## config.mk

```make
export PLATFORM = sky130hd
export DESIGN_NAME = fesf_frame
export DESIGN_NICKNAME = d
export VERILOG_FILES = /design/src/rtl/fesf_frame.v
export VERILOG_INCLUDE_DIRS = /design/src /design/src/rtl
export SDC_FILE = /design/constraint.sdc
export NUM_CORES = 1
export LEC_CHECK = 0
export ABC_AREA = 1
export BUFFER_PORTS_ARGS = -buffer_cell sky130_fd_sc_hd__buf_2
export CAP_MARGIN = 25
export CORE_AREA = 2 2 332 334
export CTS_CLUSTER_DIAMETER = 30
export DETAILED_ROUTE_END_ITERATION = 12
export DIE_AREA = 0 0 334 336
export GPL_TIMING_DRIVEN = 0
export PLACE_DENSITY = 0.38
export RECOVER_POWER = 100
export SETUP_SLACK_MARGIN = 0.3
export SYNTH_ARGS = -nofsm -noshare
export SYNTH_HDL_FRONTEND = slang
export SYNTH_SLANG_ARGS = --single-unit
```

## constraint.sdc

```tcl
create_clock -name pclk -period 3.9 [get_ports pclk]
set_clock_uncertainty 0.2 [all_clocks]
set_input_delay 0.585 -clock pclk [delete_from_list [all_inputs] [get_ports pclk]]
set_output_delay 0.585 -clock pclk [all_outputs]
set_load 0.05 [all_outputs]
```

## src/rtl/fesf_consts.vh

```
`ifndef FESF_CONSTS_VH
`define FESF_CONSTS_VH

// exception classes presented by the core
`define FESF_CLS_SIG_NAN     3'h0
`define FESF_CLS_OPND_ERR    3'h1
`define FESF_CLS_OVERFLOW    3'h2
`define FESF_CLS_UNDERFLOW   3'h3
`define FESF_CLS_DIV_ZERO    3'h4

// instruction groups for overflow and underflow
`define FESF_GRP_REGMOVE     2'h0
`define FESF_GRP_MEMMOVE     2'h1
`define FESF_GRP_ARITH       2'h2

// opclass field of the command word
`define FESF_OPCLASS_HI      15
`define FESF_OPCLASS_LO      13
`define FESF_OPCLASS_000     3'h0
`define FESF_OPCLASS_010     3'h2
`define FESF_OPCLASS_011     3'h3

// operand tag encodings
`define FESF_TAG_NORM        3'h0
`define FESF_TAG_ZERO        3'h1
`define FESF_TAG_INF         3'h2
`define FESF_TAG_NAN         3'h3
`define FESF_TAG_XDEN        3'h4
`define FESF_TAG_SDDEN       3'h5

// extended operand layout: sign 79, exponent 78..64, mantissa 63..0
`define FESF_SIGNAL_BIT      62
`define FESF_EXP_MSB         15

// register byte offsets
`define FESF_REG_CTRL        8'h00
`define FESF_REG_STATUS      8'h04
`define FESF_REG_MASK        8'h08
`define FESF_REG_INFO        8'h0C
`define FESF_REG_CMD         8'h10

// ctrl bits and reset value
`define FESF_CTRL_ENABLE     0
`define FESF_CTRL_RESET      32'h0000_0001

// status and mask bit positions
`define FESF_ST_SIG_NAN      0
`define FESF_ST_OPND_ERR     1
`define FESF_ST_OVERFLOW     2
`define FESF_ST_UNDERFLOW    3
`define FESF_ST_DIV_ZERO     4
`define FESF_ST_DROP         5
`define FESF_ST_WIDTH        6
`define FESF_MASK_RESET      6'h00

`endif

```

## src/rtl/fesf_frame.v

```verilog
`timescale 1ns/100ps
`include "fesf_consts.vh"

module fesf_frame (
   // clock and reset
   input  wire        pclk,
   input  wire        presetn,
   // apb slave
   input  wire        psel,
   input  wire        penable,
   input  wire        pwrite,
   input  wire [7:0]  paddr,
   input  wire [31:0] pwdata,
   output reg  [31:0] prdata,
   output reg         pready,
   output reg         pslverr,
   output reg         irq,
   // exception report from the core, same clock
   input  wire        exc_valid,
   input  wire [2:0]  exc_class,
   input  wire [1:0]  exc_group,
   input  wire [15:0] cmd_word,
   input  wire [15:0] cmd_encoded,
   input  wire [79:0] src_operand,
   input  wire [2:0]  src_tag,
   input  wire [79:0] dst_operand,
   input  wire [2:0]  dst_tag,
   input  wire [79:0] rounded_result,
   input  wire [79:0] unrounded_result,
   input  wire        int_sign,
   input  wire [14:0] int_exponent,
   input  wire [66:0] int_mantissa,
   input  wire        int_sticky,
   input  wire [31:0] rounded_integer,
   // frame release
   input  wire        state_saved,
   input  wire        frame_restored,
   // saved frame
   output reg         frame_valid,
   output reg  [15:0] saved_command_word,
   output reg  [15:0] encoded_command_word,
   output reg  [79:0] exception_operand_temp,
   output reg  [2:0]  source_operand_tag,
   output reg  [2:0]  dest_operand_tag,
   output reg  [79:0] destination_temp,
   output reg         writeback_sign,
   output reg  [15:0] writeback_exponent,
   output reg  [66:0] writeback_mantissa,
   output reg         sticky_bit,
   output reg         stage_one_flag,
   output reg         stage_three_flag,
   output reg         post_flag
);

   // opclass of a command word, used for move-out decode and post flag
   function [2:0] opclass_of;
      input [15:0] cw;
      begin
         opclass_of = cw[`FESF_OPCLASS_HI:`FESF_OPCLASS_LO];
      end
   endfunction

   // one-hot status bit for an exception class
   function [`FESF_ST_WIDTH-1:0] class_bit;
      input [2:0] cls;
      begin
         class_bit = {`FESF_ST_WIDTH{1'b0}};
         case (cls)
            `FESF_CLS_SIG_NAN:   class_bit[`FESF_ST_SIG_NAN] = 1'b1;
            `FESF_CLS_OPND_ERR:  class_bit[`FESF_ST_OPND_ERR] = 1'b1;
            `FESF_CLS_OVERFLOW:  class_bit[`FESF_ST_OVERFLOW] = 1'b1;
            `FESF_CLS_UNDERFLOW: class_bit[`FESF_ST_UNDERFLOW] = 1'b1;
            `FESF_CLS_DIV_ZERO:  class_bit[`FESF_ST_DIV_ZERO] = 1'b1;
            default:         class_bit = {`FESF_ST_WIDTH{1'b0}};
         endcase
      end
   endfunction

   reg  [31:0]               ctrl;
   reg  [`FESF_ST_WIDTH-1:0] status;
   reg  [`FESF_ST_WIDTH-1:0] mask;
   reg  [2:0]                held_class;

   wire [2:0] opc        = opclass_of(cmd_word);
   wire       move_out   = (opc == `FESF_OPCLASS_011);
   wire       capture_en = ctrl[`FESF_CTRL_ENABLE];
   // a new report while a frame is held is dropped, never merged
   wire       take       = exc_valid & capture_en & ~frame_valid;
   wire       dropped    = exc_valid & capture_en & frame_valid;

   // next frame contents, chosen by class and instruction group
   // stage and post-instruction flags
   reg        next_first_stage;
   reg        next_third_stage;
   reg        next_t;
   // command words
   reg [15:0] next_cmd1;
   reg [15:0] next_cmd3;
   // operand images and their tags
   reg [79:0] next_operand_img;
   reg [2:0]  next_src_tag;
   reg [2:0]  next_dst_tag;
   reg [79:0] next_dest_img;
   // writeback image, used by stage-three frames and by operand-error move-outs
   reg        next_wb_sign;
   reg [15:0] next_wb_exp;
   reg [66:0] next_wb_mant;
   reg        next_sticky;

   // defaults describe a plain stage-one frame; each class overrides
   // only the fields it owns, so fields a class leaves alone save as
   // their defaults (zero, or the source tag and command word) and never leak data from an older frame into the handler
   always @* begin
      next_first_stage = 1'b1;
      next_third_stage = 1'b0;
      next_t           = 1'b0;
      next_cmd1        = cmd_word;
      next_cmd3        = 16'h0000;
      next_operand_img = 80'h0;
      next_src_tag     = src_tag;
      next_dst_tag     = `FESF_TAG_NORM;
      next_dest_img    = 80'h0;
      next_wb_sign     = 1'b0;
      next_wb_exp      = 16'h0000;
      next_wb_mant     = 67'h0;
      next_sticky      = 1'b0;
      case (exc_class)
         // signalling nan: a move-out keeps only the source image, the
         // other opclasses keep the destination as well
         `FESF_CLS_SIG_NAN: begin
            next_operand_img = src_operand;
            if (move_out) begin
               // the saved image must still look signalling
               next_operand_img[`FESF_SIGNAL_BIT] = 1'b1;
               next_src_tag = `FESF_TAG_NAN;
               next_t       = 1'b1;
            end else begin
               next_dest_img = dst_operand;
               next_dst_tag  = dst_tag;
            end
         end
         // operand error: a move-out also hands over the rounded integer,
         // so the handler can tell a real integer overflow from a false one
         `FESF_CLS_OPND_ERR: begin
            next_operand_img = src_operand;
            if (move_out) begin
               next_wb_mant = {35'h0, rounded_integer};
               next_t       = 1'b1;
            end else begin
               next_dest_img = dst_operand;
               next_dst_tag  = dst_tag;
            end
         end
         // overflow: arithmetic results go to the writeback image in
         // stage three, moves to the destination image in stage one
         `FESF_CLS_OVERFLOW: begin
            if (exc_group == `FESF_GRP_ARITH) begin
               next_first_stage = 1'b0;
               next_third_stage = 1'b1;
               next_cmd3        = cmd_encoded;
               next_wb_sign     = rounded_result[79];
               // top exponent bit low tells the handler this was overflow
               next_wb_exp      = {1'b0, rounded_result[78:64]};
               // rounded value carries no guard or round bits
               next_wb_mant     = {1'b0, rounded_result[63:0], 2'b00};
            end else begin
               next_dest_img = rounded_result;
               next_src_tag  = `FESF_TAG_NORM;
               next_t        = (exc_group == `FESF_GRP_MEMMOVE);
            end
         end
         // underflow: in arithmetic frames the writeback image keeps the unrounded mantissa
         // with guard and round in its two lowest bits
         `FESF_CLS_UNDERFLOW: begin
            if (exc_group == `FESF_GRP_ARITH) begin
               next_first_stage = 1'b0;
               next_third_stage = 1'b1;
               next_cmd3        = cmd_encoded;
               next_wb_sign     = int_sign;
               next_wb_exp      = {1'b1, int_exponent};
               next_wb_mant     = int_mantissa;
               next_sticky      = int_sticky;
            end else begin
               next_dest_img = unrounded_result;
               next_src_tag  = `FESF_TAG_NORM;
               next_t        = (exc_group == `FESF_GRP_MEMMOVE);
            end
         end
         // divide by zero: both operands, source tag from the default
         `FESF_CLS_DIV_ZERO: begin
            next_operand_img = src_operand;
            next_dest_img    = dst_operand;
         end
         // spare class codes save a bare stage-one frame; the info word
         // still shows the raw class so software can spot them
         default: begin
            next_first_stage = 1'b1;
         end
      endcase
   end

   // frame store: loaded once, frozen until saved or restored
   always @(posedge pclk or negedge presetn) begin
      if (!presetn) begin
         frame_valid            <= 1'b0;
         held_class             <= 3'h0;
         saved_command_word     <= 16'h0000;
         encoded_command_word   <= 16'h0000;
         exception_operand_temp <= 80'h0;
         source_operand_tag     <= 3'h0;
         dest_operand_tag       <= 3'h0;
         destination_temp       <= 80'h0;
         writeback_sign         <= 1'b0;
         writeback_exponent     <= 16'h0000;
         writeback_mantissa     <= 67'h0;
         sticky_bit             <= 1'b0;
         stage_one_flag         <= 1'b0;
         stage_three_flag       <= 1'b0;
         post_flag              <= 1'b0;
      end else if (take) begin
         frame_valid            <= 1'b1;
         held_class             <= exc_class;
         saved_command_word     <= next_cmd1;
         encoded_command_word   <= next_cmd3;
         exception_operand_temp <= next_operand_img;
         source_operand_tag     <= next_src_tag;
         dest_operand_tag       <= next_dst_tag;
         destination_temp       <= next_dest_img;
         writeback_sign         <= next_wb_sign;
         writeback_exponent     <= next_wb_exp;
         writeback_mantissa     <= next_wb_mant;
         sticky_bit             <= next_sticky;
         stage_one_flag         <= next_first_stage;
         stage_three_flag       <= next_third_stage;
         post_flag              <= next_t;
      end else if (state_saved | frame_restored) begin
         // only the valid bit drops; the contents stay readable so a
         // handler that restores late still sees what was saved
         frame_valid            <= 1'b0;
      end
   end

   // apb access phase decode
   wire        acc     = psel & penable & ~pready;
   wire        wr      = acc & pwrite;
   wire        mapped  = (paddr == `FESF_REG_CTRL) | (paddr == `FESF_REG_STATUS) |
                         (paddr == `FESF_REG_MASK) | (paddr == `FESF_REG_INFO) |
                         (paddr == `FESF_REG_CMD);
   wire [`FESF_ST_WIDTH-1:0] events = (take ? class_bit(exc_class) :
                                       {`FESF_ST_WIDTH{1'b0}}) |
                                      ({`FESF_ST_WIDTH{dropped}} &
                                       (6'h01 << `FESF_ST_DROP));
   wire [`FESF_ST_WIDTH-1:0] w1c    = (wr && paddr == `FESF_REG_STATUS) ?
                                      pwdata[`FESF_ST_WIDTH-1:0] :
                                      {`FESF_ST_WIDTH{1'b0}};
   // new event beats a clear in the same cycle
   wire [`FESF_ST_WIDTH-1:0] next_status = (status & ~w1c) | events;

   // info word: class, tags and flags of the held frame, read only
   wire [31:0] info_word = {16'h0000,   // unused upper half
                            1'b0,       // spare
                            held_class,
                            source_operand_tag,
                            dest_operand_tag,
                            2'b00,      // spare
                            post_flag,
                            stage_three_flag,
                            stage_one_flag,
                            frame_valid};
   // command word pair, encoded word in the upper half
   wire [31:0] cmd_pair  = {encoded_command_word, saved_command_word};

   // read mux; unmapped places read zero and are flagged by pslverr
   reg  [31:0] rd_value;
   always @* begin
      case (paddr)
         `FESF_REG_CTRL:   rd_value = ctrl;
         `FESF_REG_STATUS: rd_value = {26'h0, status};
         `FESF_REG_MASK:   rd_value = {26'h0, mask};
         `FESF_REG_INFO:   rd_value = info_word;
         `FESF_REG_CMD:    rd_value = cmd_pair;
         default:          rd_value = 32'h0000_0000;
      endcase
   end

   // registers, one wait state on every access; the access is taken
   // while pready is low, so a held request is never taken twice
   // irq follows next_status so it rises with the status bit itself
   always @(posedge pclk or negedge presetn) begin
      if (!presetn) begin
         ctrl    <= `FESF_CTRL_RESET;
         status  <= {`FESF_ST_WIDTH{1'b0}};
         mask    <= `FESF_MASK_RESET;
         prdata  <= 32'h0000_0000;
         pready  <= 1'b0;
         pslverr <= 1'b0;
         irq     <= 1'b0;
      end else begin
         pready  <= acc;
         pslverr <= acc & ~mapped;
         prdata  <= (acc & ~pwrite) ? rd_value : 32'h0000_0000;
         status  <= next_status;
         irq     <= |(next_status & mask);
         if (wr && paddr == `FESF_REG_CTRL) begin
            ctrl <= {31'h0, pwdata[`FESF_CTRL_ENABLE]};
         end
         if (wr && paddr == `FESF_REG_MASK) begin
            mask <= pwdata[`FESF_ST_WIDTH-1:0];
         end
      end
   end

endmodule // fesf_frame

```

==> impl_summary.txt <==
----------------------------------------------------
[Run status]
  Status ... finished with violations
  Violations in the final reports ... capacitance limit, slew limit

[GRT]
  Via count of the first global-routing pass ... 18.6k
  Largest net degree at the start of global routing ... 101
  Overflow left after global routing ... 0
  Overall fraction of global-route tracks in use ... 17.0%
  Initial antenna violation count ... 18
  Wire length of the first global-routing pass ... 136 mm

[Final layout]
  Register cell area after layout ... 8460 um^2
  Layout fillers ... 12.2k
  Final cell count without fillers ... 4372
  Number of nets in the layout ... 3385
  Fraction of layout instances using a drive strength above 1 ... 25.8%
  End-of-flow core utilization ... 24.7%
  Multi-input gate area ... 5650 um^2
  Area delta synth->final ... 79.0%

[Logic synthesis]
  Cells after synthesis ... 1686
  Count of cell types in the netlist ... 31
  Compound-gate portion of the synthesized area ... 22.3%
  Post-synthesis xor/xnor area fraction ... 0%
  Multiplexer fraction of the synthesized cell area ... 0%
  Main combinational cell family by area after synthesis ... compound AO/OA/AOI/OAI gates
  Post-synthesis share of cell area spent on full adders, half adders and majority gates ... 0%
  Mean instance size in the synthesized netlist ... 8.87 um^2
  Flops & latches, synth ... 338
  Fraction of the mapped netlist area in simple logic gates ... 15.4%
  Cell Area, Synth ... 15000 um^2
  Post-synth net total ... 2213
  Sequential-to-total area share from yosys stat ... 56.5%
  Warning count from the yosys run ... 0

[Power]
  Power consumption ... 15.3 mW
  Power per cell area ... 572 nW/um^2
  Max IR drop VDD ... 0.353 mV
  Standby leakage power ... 12.1 nW

[Critical path]
  Crit path largest cell delay ... 690 ps
  Max FO, Critical Path ... 11
  Critical path buffers and inverters ... 6
  Cells traversed along the worst timing path ... dlygate4sd3_1 > clkbuf_1 > nand3_2 > buf_2 > buf_2 > clkbuf_1 > clkbuf_1 > nand2_1 > o21ai_0
  Worst endpoint required time ... 4270 ps
  Launching element type of the critical path ... primary input
  Setup slack of the worst register-to-register path ... 400 ps
  Arrival time of the worst setup path ... 4000 ps
  Slowest stage cell, crit path ... sky130_fd_sc_hd__clkbuf_1
  Kind of cell with the highest combined delay on the critical path ... buffers and inverters
  Critical Path Most Common Cell ... sky130_fd_sc_hd__clkbuf_1
  Sort of element at the end of the critical path ... flop
  Critical path class ... in2reg

[CTS]
  Number of sinks driven by the clock tree ... 338
  CTS H-tree depth ... 3
  Inserted Clock Buffers ... 112
  Number of gates given a new drive strength after cts ... 0
  Clk root buf ... sky130_fd_sc_hd__clkbuf_16
  Worst-path clk slew ... 40 ps
  Clock buffer depth ... 3
  Worst-skew pair later-pin latency ... 680 ps
  CTS tree ... done

[Floorplan]
  Number of I/O pins ... 849
  Std-Cell Core Area ... 108000 um^2
  Total Die Area ... 112000 um^2
  Starting density of the core ... 13.8%
  Height of the chip ... 336 um
  X dimension of the die ... 334 um
  Number of placement rows ... 121

[Place]
  Pre-CTS WS ... 211 ps
  Placed cell count ... 3932
  Placer's final routability congestion estimate ... 0.850
  Count of buffers from port buffering ... 820
  Post-detail-place hpwl ... 78.1 mm

[STA]
  Unrepaired setup endpoints after global routing ... no
  Count of endpoints failing hold in the final timing report ... 0
  Number of max-slew violations in the final report ... 60
  Final Worst Setup Slack ... 270 ps
  Setup-failing EPs final ... 0
  Slew margin rel. ... -13.8%
  Final worst-path cycle share ... 93.1%
  Time the final worst path needs with I/O delays and setup ... 3630 ps
  Highest achievable clock rate ... 275 MHz
  Slew @ Worst Pin ... 1710 ps

[Routing]
  Final routed wirelength across all metal layers ... 98.6 mm
  Detailed-routing iteration count for the pre-antenna-repair pass ... 5
  Post-route DRC ... 0
  Count of antenna-violating nets left after detailed routing ... 0
  Drt first-iter violations ... 831
  Wire length per cell after detailed routing ... 22.6 um
  Detail-routed via count per cell ... 4.02
  Total vias in the final route ... 17.6k

[Min path]
  Worst min-delay path category ... in2reg

[Run]
  Number of violations of the max-capacitance limit ... 1

----------------------------------------------------
==> state kept, by name (all words and copies together) (netlist names), 3 cells and up <==
name / count
writeback_exponent: 16
mask: 6
encoded_command_word: 16
status: 6
source_operand_tag: 3
saved_command_word: 16
held_class: 3
dest_operand_tag: 3
prdata: 32
writeback_mantissa: 67
destination_temp: 80
exception_operand_temp: 80
==> worst paths after layout <==
path / depth (start not counted) / startpoint / to
setup / recovery: 9 / exc_valid / writeback_exponent[4]$_DFFE_PN0N_
hold / removal: 3 / rounded_integer[5] / writeback_mantissa[5]$_DFFE_PN0N_
setup reg to reg: 8 / frame_valid$_DFFE_PN0P_ / writeback_exponent[4]$_DFFE_PN0N_
hold reg to reg: 2 / destination_temp[68]$_DFFE_PN0N_ / destination_temp[68]$_DFFE_PN0N_
max in group asynchronous: 4 / presetn / destination_temp[21]$_DFFE_PN0N_
min in group asynchronous: 2 / presetn / exception_operand_temp[35]$_DFFE_PN0N_
==> cells in the mapped netlist <==
master	count	area [um^2]
sky130_fd_sc_hd__clkbuf_1	53	199
sky130_fd_sc_hd__nand3_1	18	90.1
sky130_fd_sc_hd__a32o_1	2	20.0
sky130_fd_sc_hd__o21ai_1	99	495
sky130_fd_sc_hd__or2_2	3	18.8
sky130_fd_sc_hd__dfrtp_1	337	8430
sky130_fd_sc_hd__nand2_2	2	12.5
sky130_fd_sc_hd__nor2_2	3	18.8
sky130_fd_sc_hd__buf_2	59	295
sky130_fd_sc_hd__dfstp_2	1	26.3
sky130_fd_sc_hd__a31oi_1	1	6.26
sky130_fd_sc_hd__nor2_4	2	22.5
sky130_fd_sc_hd__a22oi_1	39	293
sky130_fd_sc_hd__a22o_1	79	692
sky130_fd_sc_hd__o22ai_1	8	50.1
sky130_fd_sc_hd__nand3_2	1	10.0
sky130_fd_sc_hd__buf_1	10	37.5
sky130_fd_sc_hd__buf_4	5	37.5
sky130_fd_sc_hd__nor2_1	75	282
sky130_fd_sc_hd__o31ai_1	1	7.51
sky130_fd_sc_hd__nand3b_2	1	11.3
sky130_fd_sc_hd__nand4_1	7	43.8
sky130_fd_sc_hd__o21ai_0	90	450
sky130_fd_sc_hd__o221ai_1	30	263
sky130_fd_sc_hd__o211ai_1	1	7.51
sky130_fd_sc_hd__inv_2	4	15.0
sky130_fd_sc_hd__nor3_1	19	95.1
sky130_fd_sc_hd__inv_1	71	267
sky130_fd_sc_hd__or2_0	1	6.26
sky130_fd_sc_hd__a21oi_1	211	1060
sky130_fd_sc_hd__nand2_1	453	1700
==> report_power, final <==
group          internal, mW  switching [mW]
clock                  6.52            2.67
combinational         0.615            1.60
sequential             3.76           0.153
total                  10.9            4.42
==> cell usage in the layout, fill, tap and decap left out, types with 30 or more instances in the layout <==
cell                              n
sky130_fd_sc_hd__a21oi_1        211
sky130_fd_sc_hd__a22o_1          79
sky130_fd_sc_hd__a22oi_1         39
sky130_fd_sc_hd__buf_2          541
sky130_fd_sc_hd__clkbuf_1       411
sky130_fd_sc_hd__clkbuf_16      114
sky130_fd_sc_hd__dfrtp_1        337
sky130_fd_sc_hd__dlygate4sd3_1  226
sky130_fd_sc_hd__inv_1           72
sky130_fd_sc_hd__nand2_1        454
sky130_fd_sc_hd__nor2_1          76
sky130_fd_sc_hd__o21ai_0        184
sky130_fd_sc_hd__o221ai_1        30
==> cell families after synthesis <==
family | Yosys count
compound gates | 561
flops | 338
buf+inv | 202
simple gates | 585
==> repair_timing <==
item                                   4_1_cts  5_1_grt
endpoints found under the hold margin      280        0
buffers inserted                             0        0
hold buffers                               226        0
==> worst register-to-register path, cell delays in order, from the launching register on <==
cell	delay, ps
sky130_fd_sc_hd__dfrtp_1	360
sky130_fd_sc_hd__inv_1	100
sky130_fd_sc_hd__nand3_2	510
sky130_fd_sc_hd__buf_2	470
sky130_fd_sc_hd__buf_2	500
sky130_fd_sc_hd__clkbuf_1	350
sky130_fd_sc_hd__clkbuf_1	690
sky130_fd_sc_hd__nand2_1	100
sky130_fd_sc_hd__o21ai_0	120
==> routing by layer <==
metal | up-vias | GRT usage [%] | share of wire [%]
met1 | 8513 | 21.2 | 42
met2 | 732 | 28.3 | 47
li1 | 8170 | - | -
met3 | 155 | 4.76 | 7.5
met4 | 8 | 5.51 | 2.9
met5 | - | 0 | 0.060
==> per-stage QoR <==
stage	hold slack, ps	area, um^2	TNS (ps)
finish	56.6	26800	0
detailed placement	269	21100	0
global placement	263	20800	-1860830
global route	23.7	26800	0
floorplan	89.4	15000	0
CTS	0.245	27200	0
==> layout make-up <==
type | instances | share of cell area [%]
clock buffers | 156 | 12.2
inverters | 75 | 1.05
repair buffers | 1058 | 22.9
plain buffers | 127 | 2.04
diodes | 8 | 0.0748
multi-input cells | 1146 | 21.1
flip-flops and latches | 338 | 31.6
clock inverters | 50 | 2.44
well taps | 1414 | 6.61
(Power assumes the default switching activity.)
